**src/xfer_pkg.sv**
```systemverilog
// Shared constants for the host word-transfer link and the unit's error checker.
// Assumes both ends run on one clock, mclk, with a synchronous active-high reset.
package xfer_pkg;

	// ==========================================================
	// Control codes and operand layout
	localparam logic [15:0] CODE_CLEAR_ERR    = 16'hEC00;
	localparam logic [15:0] CODE_WRITE_1W     = 16'h1000;
	localparam logic [15:0] CODE_WRITE_3W     = 16'h1010;
	localparam logic [15:0] CODE_READ_1W      = 16'h2000;
	localparam logic [15:0] CODE_READ_3W      = 16'h2010;
	localparam logic [11:0] CLEAR_COUNT_OLD   = 12'h001;
	localparam logic [15:0] CLEAR_COUNT_NEW   = 16'h0001;
	localparam logic [7:0]  MAX_WORDS         = 8'd128;
	localparam int          STATUS_WORD_OFS   = 7;
	localparam int          XFER_ERR_BIT      = 7;

	// ==========================================================
	// Software port map of the host controller
	localparam logic [3:0] ADDR_CTRL      = 4'h0;
	localparam logic [3:0] ADDR_CODE      = 4'h1;
	localparam logic [3:0] ADDR_DEST      = 4'h2;
	localparam logic [3:0] ADDR_DEST1     = 4'h3;
	localparam logic [3:0] ADDR_ADDR      = 4'h4;
	localparam logic [3:0] ADDR_STATUS    = 4'h5;
	localparam logic [3:0] ADDR_IRQ_STAT  = 4'h6;
	localparam logic [3:0] ADDR_IRQ_CLR   = 4'h7;
	localparam logic [3:0] ADDR_IRQ_EN    = 4'h8;
	localparam logic [3:0] ADDR_UNIT_WORD = 4'h9;
	localparam int         CTRL_GO_BIT    = 0;
	localparam int         CTRL_NEWFAM    = 1;
	localparam int         CTRL_REFRESH   = 2;
	localparam int         ST_BUSY_BIT    = 0;
	localparam int         ST_ERR_BIT     = 1;
	localparam int         ST_EQ_BIT      = 2;
	localparam int         IRQ_DONE_BIT   = 0;
	localparam int         IRQ_ERR_BIT    = 1;
	localparam int         IRQ_UNITERR    = 2;

	// ==========================================================
	// Unit resources
	localparam logic [15:0] AREA_WORDS    = 16'h2000;
	localparam int          SLOT_DEPTH    = 2;

endpackage

```
**src/xfer_link_if.sv**
```systemverilog
// Refresh-time link between the host controller and the unit.
// Assumes one shared clock; the host drives requests only during its refresh window.
`timescale 1ns/10ps
interface xfer_link_if;
	logic        refresh;
	logic        req;
	logic [15:0] code;
	logic [3:0]  unit_no;
	logic [7:0]  count;
	logic [15:0] addr;
	logic        unit_busy;
	logic        ack;
	logic        ok;
	logic [15:0] status_word;
	logic [3:0]  my_unit;

	modport host (
		output refresh,
		output req,
		output code,
		output unit_no,
		output count,
		output addr,
		input  unit_busy,
		input  ack,
		input  ok,
		input  status_word
	);
	modport unit (
		input  refresh,
		input  req,
		input  code,
		input  unit_no,
		input  count,
		input  addr,
		output unit_busy,
		output ack,
		output ok,
		output status_word,
		input  my_unit
	);
endinterface

```
**src/xfer_host.sv**
```systemverilog
// Host end: runs one word-transfer instruction per software go, during refresh.
// Assumes a software port with read data one cycle after the read strobe.
//
// Strobed register access and the address map were left to the implementer.
`timescale 1ns/10ps
module xfer_host (
	input  wire logic  mclk,
	input  wire logic  rst,
	xfer_link_if.host  link,
	input  wire logic [3:0]  addr,
	input  wire logic [15:0] wdata,
	input  wire logic        wr,
	input  wire logic        rd,
	output logic [15:0]      rdata,
	output logic             irq
);

	typedef enum {S_IDLE, S_WAIT, S_ISSUE, S_DONE} hstate_t;

	// ==========================================================
	// Registers and instruction sequencing
	hstate_t     state;
	hstate_t     next_state;
	logic [2:0]  ctrl;
	logic [2:0]  next_ctrl;
	logic [15:0] code;
	logic [15:0] next_code;
	logic [15:0] dest;
	logic [15:0] next_dest;
	logic [15:0] dest1;
	logic [15:0] next_dest1;
	logic [15:0] taddr;
	logic [15:0] next_taddr;
	logic        exec_err;
	logic        next_exec_err;
	logic        eq;
	logic        next_eq;
	logic [2:0]  istat;
	logic [2:0]  next_istat;
	logic [2:0]  ien;
	logic [2:0]  next_ien;
	logic [15:0] unit_word;
	logic [15:0] next_unit_word;
	logic [15:0] next_rdata;
	logic        req;
	logic        next_req;
	logic [3:0]  unit_no;
	logic [7:0]  count;
	logic        op_bad;
	logic [2:0]  ev;

	function automatic logic is_bcd(input logic [11:0] v);
		is_bcd = (v[3:0] < 4'd10) && (v[7:4] < 4'd10) && (v[11:8] < 4'd10);
	endfunction

	always_comb begin
		// Operand decode for the selected family.
		if (ctrl[xfer_pkg::CTRL_NEWFAM]) begin
			unit_no = dest[3:0];
			count   = dest1[7:0];
			op_bad  = (dest[15:4] != 12'h000) || (dest1 == 16'h0000) ||
				(dest1 > 16'(xfer_pkg::MAX_WORDS));
			if (code == xfer_pkg::CODE_CLEAR_ERR) begin
				op_bad = op_bad || (dest1 != xfer_pkg::CLEAR_COUNT_NEW);
			end
		end else begin
			unit_no = dest[15:12];
			count   = 8'(dest[11:8]) * 8'd100 + 8'(dest[7:4]) * 8'd10 + 8'(dest[3:0]);
			op_bad  = !is_bcd(dest[11:0]) || (dest[11:0] == 12'h000) ||
				(dest[11:0] > 12'h128);
			if (code == xfer_pkg::CODE_CLEAR_ERR) begin
				op_bad = op_bad || (dest[11:0] != xfer_pkg::CLEAR_COUNT_OLD);
			end
		end
	end

	always_comb begin
		next_state     = state;
		next_ctrl      = ctrl;
		next_code      = code;
		next_dest      = dest;
		next_dest1     = dest1;
		next_taddr     = taddr;
		next_exec_err  = exec_err;
		next_eq        = eq;
		next_ien       = ien;
		next_req       = 1'b0;
		next_unit_word = unit_word;
		ev             = 3'b000;
		next_ctrl[xfer_pkg::CTRL_GO_BIT] = 1'b0;
		if (link.ack) begin
			next_unit_word = link.status_word;
		end
		if (link.ack && link.status_word[xfer_pkg::XFER_ERR_BIT]) begin
			ev[xfer_pkg::IRQ_UNITERR] = 1'b1;
		end
		if (wr) begin
			unique case (addr)
				xfer_pkg::ADDR_CTRL:   next_ctrl  = wdata[2:0];
				xfer_pkg::ADDR_CODE:   next_code  = wdata;
				xfer_pkg::ADDR_DEST:   next_dest  = wdata;
				xfer_pkg::ADDR_DEST1:  next_dest1 = wdata;
				xfer_pkg::ADDR_ADDR:   next_taddr = wdata;
				xfer_pkg::ADDR_IRQ_EN: next_ien   = wdata[2:0];
				default: ;
			endcase
		end
		unique case (state)
			S_IDLE: begin
				if (ctrl[xfer_pkg::CTRL_GO_BIT]) begin
					if (op_bad) begin
						next_exec_err = 1'b1;
						next_eq       = 1'b0;
						ev[xfer_pkg::IRQ_ERR_BIT] = 1'b1;
					end else begin
						next_exec_err = 1'b0;
						next_state    = S_WAIT;
					end
				end
			end
			S_WAIT: begin
				if (ctrl[xfer_pkg::CTRL_REFRESH] && !link.unit_busy) begin
					next_req   = 1'b1;
					next_state = S_ISSUE;
				end
			end
			S_ISSUE: begin
				next_state = S_DONE;
			end
			S_DONE: begin
				if (link.ack) begin
					next_eq       = link.ok;
					next_exec_err = !link.ok;
					ev[xfer_pkg::IRQ_DONE_BIT] = 1'b1;
					ev[xfer_pkg::IRQ_ERR_BIT]  = !link.ok;
					next_state    = S_IDLE;
				end else begin
					next_exec_err = 1'b1;
					next_eq       = 1'b0;
					ev[xfer_pkg::IRQ_ERR_BIT] = 1'b1;
					next_state    = S_IDLE;
				end
			end
		endcase
		next_istat = istat;
		if (wr && addr == xfer_pkg::ADDR_IRQ_CLR) begin
			next_istat = istat & ~wdata[2:0];
		end
		next_istat = next_istat | ev;
		next_rdata = 16'h0000;
		if (rd) begin
			unique case (addr)
				xfer_pkg::ADDR_CTRL:      next_rdata = {13'h0000, ctrl};
				xfer_pkg::ADDR_CODE:      next_rdata = code;
				xfer_pkg::ADDR_DEST:      next_rdata = dest;
				xfer_pkg::ADDR_DEST1:     next_rdata = dest1;
				xfer_pkg::ADDR_ADDR:      next_rdata = taddr;
				xfer_pkg::ADDR_STATUS:    next_rdata = {13'h0000, eq, exec_err,
					state != S_IDLE};
				xfer_pkg::ADDR_IRQ_STAT:  next_rdata = {13'h0000, istat};
				xfer_pkg::ADDR_IRQ_EN:    next_rdata = {13'h0000, ien};
				xfer_pkg::ADDR_UNIT_WORD: next_rdata = unit_word;
				default:                  next_rdata = 16'h0000;
			endcase
		end
	end

	always_ff @(posedge mclk) begin
		if (rst) begin
			state     <= S_IDLE;
			ctrl      <= 3'b000;
			code      <= 16'h0000;
			dest      <= 16'h0000;
			dest1     <= 16'h0000;
			taddr     <= 16'h0000;
			exec_err  <= 1'b0;
			eq        <= 1'b0;
			istat     <= 3'b000;
			ien       <= 3'b000;
			unit_word <= 16'h0000;
			rdata     <= 16'h0000;
			req       <= 1'b0;
			irq       <= 1'b0;
		end else begin
			state     <= next_state;
			ctrl      <= next_ctrl;
			code      <= next_code;
			dest      <= next_dest;
			dest1     <= next_dest1;
			taddr     <= next_taddr;
			exec_err  <= next_exec_err;
			eq        <= next_eq;
			istat     <= next_istat;
			ien       <= next_ien;
			unit_word <= next_unit_word;
			rdata     <= next_rdata;
			req       <= next_req;
			irq       <= |(next_istat & next_ien);
		end
	end

	always_comb begin
		link.refresh = ctrl[xfer_pkg::CTRL_REFRESH];
		link.req     = req;
		link.code    = code;
		link.unit_no = unit_no;
		link.count   = count;
		link.addr    = taddr;
	end

endmodule

```
**src/flat_wrapper.sv**
```systemverilog
// flat-port wrapper written by rule: the top's interface ports become plain ports
module xfer_host_flat 
  (mclk, rst, addr, wdata, wr, rd, rdata, irq, link_refresh, link_req, link_code, link_unit_no, link_count, link_addr, link_unit_busy, link_ack, link_ok, link_status_word);
  xfer_link_if link_i ();
  input  wire logic mclk;
  input  wire logic rst;
  input  wire logic [3:0] addr;
  input  wire logic [15:0] wdata;
  input  wire logic wr;
  input  wire logic rd;
  output logic [15:0] rdata;
  output logic irq;
  output wire logic [$bits(link_i.refresh)-1:0] link_refresh;
  output wire logic [$bits(link_i.req)-1:0] link_req;
  output wire logic [$bits(link_i.code)-1:0] link_code;
  output wire logic [$bits(link_i.unit_no)-1:0] link_unit_no;
  output wire logic [$bits(link_i.count)-1:0] link_count;
  output wire logic [$bits(link_i.addr)-1:0] link_addr;
  input wire logic [$bits(link_i.unit_busy)-1:0] link_unit_busy;
  input wire logic [$bits(link_i.ack)-1:0] link_ack;
  input wire logic [$bits(link_i.ok)-1:0] link_ok;
  input wire logic [$bits(link_i.status_word)-1:0] link_status_word;
  assign link_refresh = link_i.refresh;
  assign link_req = link_i.req;
  assign link_code = link_i.code;
  assign link_unit_no = link_i.unit_no;
  assign link_count = link_i.count;
  assign link_addr = link_i.addr;
  assign link_i.unit_busy = link_unit_busy;
  assign link_i.ack = link_ack;
  assign link_i.ok = link_ok;
  assign link_i.status_word = link_status_word;
  xfer_host u_core (.mclk(mclk), .rst(rst), .link(link_i), .addr(addr), .wdata(wdata), .wr(wr), .rd(rd), .rdata(rdata), .irq(irq));
endmodule
```
**config.mk**
```make
export PLATFORM = sky130hd
export DESIGN_NAME = xfer_host_flat
export DESIGN_NICKNAME = d
export VERILOG_FILES = /design/src/xfer_pkg.sv /design/src/xfer_link_if.sv /design/src/xfer_host.sv /design/src/flat_wrapper.sv
export SDC_FILE = /design/constraint.sdc
export NUM_CORES = 1
export LEC_CHECK = 0
export ABC_AREA = 1
export BUFFER_PORTS_ARGS = -buffer_cell sky130_fd_sc_hd__buf_2
export CORE_MARGIN = 5
export CORE_UTILIZATION = 40
export CTS_CLUSTER_DIAMETER = 60
export CTS_CLUSTER_SIZE = 24
export DETAILED_ROUTE_END_ITERATION = 8
export HOLD_SLACK_MARGIN = 0.12
export PLACE_DENSITY_LB_ADDON = 0.08
export SKIP_CTS_REPAIR_TIMING = 1
export SLEW_MARGIN = 20
export SYNTH_ARGS = -nofsm -noshare
export SYNTH_HDL_FRONTEND = slang
export SYNTH_SLANG_ARGS = --single-unit
```
**constraint.sdc**
```tcl
create_clock -name mclk -period 5.9 [get_ports mclk]
set_input_delay 1.18 -clock mclk [delete_from_list [all_inputs] [get_ports mclk]]
set_output_delay 1.18 -clock mclk [all_outputs]
set_load 0.005 [all_outputs]
```
==> impl_metrics.py <==
metrics = {
    "die": {
        "die_x_um": 126,
        "die_area_um2": 15800,
        "die_y_um": 126,
        "pin_count": 106,
        "start_util": 0.405,
        "core_area_um2": 13200,
        "rows": 42,
    },
    "placement": {
        "hpwl_um": 13400,
        "gp_congestion": 0.896,
        "io_buffers": 105,
    },
    "synthesis": {
        "syn_area_um2": 5350,
        "synth_top_family_by_area": "compound AO/OA/AOI/OAI gates",
        "synth_fp_nets": 811,
        "synthCells": 742,
        "syn_area_per_cell_um2": 7.21,
        "synthSimpleGateAreaFrac": 0.202,
        "synth_top_area_cell": "dfxtp_1",
        "synth_area_leaders": "dfxtp_1, o21ai_0, nor2_1",
        "netlist.area_leader.share": 0.416,
        "yosysSeqAreaShare": 0.416,
        "ys_types": 33,
        "synth_compound_area_frac": 0.218,
        "synth.area.mux_share": 0,
        "synth_fa_ha_area_frac": 0.0665,
        "synth_seq_cells": 111,
        "synth-xor-area-share": 0.0115,
        "yosys_warnings": 0,
    },
    "grt": {
        "grt_max_degree": 83,
        "antenna_found_initial": 0,
        "grt_usage": 0.224,
        "grt-ovfl-total": 0,
        "grt_first_pass_wirelength_um": 27600,
        "grt_pass1_vias": 5208,
    },
    "timing": {
        "clock.fmax_mhz": 230,
        "worst_pin_slew_ns": 0.922,
        "setup_tns_ns": 0,
        "relSlewSlack": 0.384,
        "rsz0062_at_grt": "no",
        "finalHoldViolations": 0,
        "setup_viol": 0,
        "min_period_ns": 4.34,
        "period_share": 0.736,
        "drv_slew": 0,
        "finClkSkew_ns": 0.00702,
    },
    "setup_path": {
        "r2r_slack_ns": 3.76,
        "path_buf_inv": 1,
        "startpoint_type": "flip-flop",
        "cp-end-kind": "output port",
        "crit_path_top_delay_cell": "dfxtp_1",
        "path_cells": "ha_1 -> ha_1 -> fa_1 -> ha_1 -> ha_1 -> nand2_1 -> nand2_1 -> a21oi_1 -> xor2_1 -> o21ai_0 -> buf_2",
        "path_max_fanout": 8,
        "crit_path_max_incr_delay_ns": 0.48,
        "crit_family": "adder cells",
        "critPathKind": "flip-flop to output port",
        "cp_common_cell": "ha_1",
        "arrival_ns": 3.16,
        "required_ns": 4.72,
    },
    "routing": {
        "drt_iter0_markers": 378,
        "wl_per_cell_um": 17.6,
        "ant_nets": 0,
        "route.detailed.drc": 0,
        "firstDrtPassIters": 5,
        "num_vias": 5259,
        "routed_via_density": 5.21,
        "routed_wl_um": 17700,
    },
    "layout": {
        "fin_nets": 897,
        "drive_above_1_share": 0.166,
        "syn2layout_area_growth_pct": 16.8,
        "ff_latch_area_um2": 2220,
        "fillers": 1408,
        "diodes": 0,
        "multi_input_area_um2": 2660,
    },
    "power_and_ir_drop": {
        "p_leak_nw": 2.91,
        "vdd_drop_max_mv": 0.122,
        "p_total_mw": 1.51,
        "powerDensity_nw_per_um2": 241,
    },
    "clock_tree": {
        "cts_tree": "yes",
        "clk_latency_ns": 0.36,
        "cts-root-buf": "clkbuf_16",
        "cts_buffers": 9,
        "cts_max_path_buffers": 2,
        "clkSlewWorstSetupHoldPaths_ns": 0.07,
        "htreeDepth": 3,
        "clock_sinks": 111,
    },
    "status": {
        "status": "finished clean",
    },
    "worst_hold_path": {
        "hp-class": "flip-flop to flip-flop",
    },
    "flow_run": {
        "drv_cap": 0,
    },
}
-- cells in the final DEF (no fill, tap or decap), drive strengths merged, types with 4 or more instances in the layout --
| master | instances |
|---|---|
| o21ai | 101 |
| nand2 | 111 |
| nor3 | 5 |
| inv | 86 |
| nand3 | 30 |
| buf | 107 |
| o22ai | 13 |
| xor2 | 5 |
| dfxtp | 111 |
| fa | 4 |
| nor2 | 114 |
| clkbuf | 12 |
| a221oi | 10 |
| ha | 22 |
| a21oi | 78 |
-- worst min-delay path, stage by stage, from the launching register on --
cell,delay [ns]
dfxtp_1,0.30
inv_1,0.06
a21oi_1,0.06
-- flip-flops by register name, indices dropped and copies added, names as in the netlist, 2 cells and up --
signal            count
u_core.ien            3
u_core.dest1         16
u_core.state          2
u_core.link.addr     16
u_core.link.code     16
u_core.ctrl           3
u_core.dest          16
u_core.rdata         16
u_core.istat          3
u_core.unit_word     16
-- final timing paths --
path                  startpoint             endpoint  cells past startpoint
max               u_core.dest[5]        link_count[7]                     11
min          u_core.unit_word[8]  u_core.unit_word[8]                      2
max reg2reg       u_core.ctrl[1]            u_core.eq                     11
min reg2reg  u_core.unit_word[8]  u_core.unit_word[8]                      2
-- Yosys cell counts (all sizes together) --
cell,n
or2,2
xor2,5
nor2,114
dfxtp,111
a221oi,10
a21oi,78
nand4,3
o22ai,13
o21ai,101
clkinv,1
ha,22
clkbuf,19
nand3,30
fa,4
nand2,111
a2111oi,1
nor3,5
buf,13
a211oi,2
a311oi,2
a31oi,3
o2111ai,2
a22oi,1
o221ai,2
xnor2,2
inv,85
-- power breakdown --
group / switching, mW / total, mW / leakage (nW) / internal, mW
Combinational: 0.0962 / 0.143 / 1.88 / 0.0472
Sequential: 0.0131 / 0.781 / 0.901 / 0.768
Clock: 0.282 / 0.583 / 0.133 / 0.300
-- layout make-up --
cell class	instances	share of cell area
sequential	111	0.356
multi-input combinational	513	0.426
tap	176	0.0353
clock buffer	12	0.0395
clock inverter	4	0.00481
timing repair buffer	107	0.0866
inverter	86	0.0517
-- per-layer routing --
layer  vias up  share of wire  GRT usage
met2       145           0.49      0.384
li1       2633              -          -
met5         -              0          0
met1      2450           0.43      0.278
met3        31          0.043     0.0275
met4         0          0.036      0.108
-- per-stage QoR --
stage	util	instance area (µm²)	setup slack, ns	cells	hold WS (ns)
2_1_floorplan	-	5350	2.26	742	0.434
3_3_place_gp	0.452	5970	2.01	993	0.463
3_5_place_dp	0.452	5970	1.96	993	0.454
4_1_cts	0.473	6240	1.55	1009	0.466
5_1_grt	0.473	6240	1.30	1009	0.489
6_report	0.473	6240	1.56	1009	0.467
-- cell families after synthesis --
family          count (synthesis)
xor+xnor                        7
simple gates                  265
fa+ha+maj                      26
compound gates                215
flops                         111
buf+inv                       118
No activity file was read; power rests on OpenSTA's default activity.
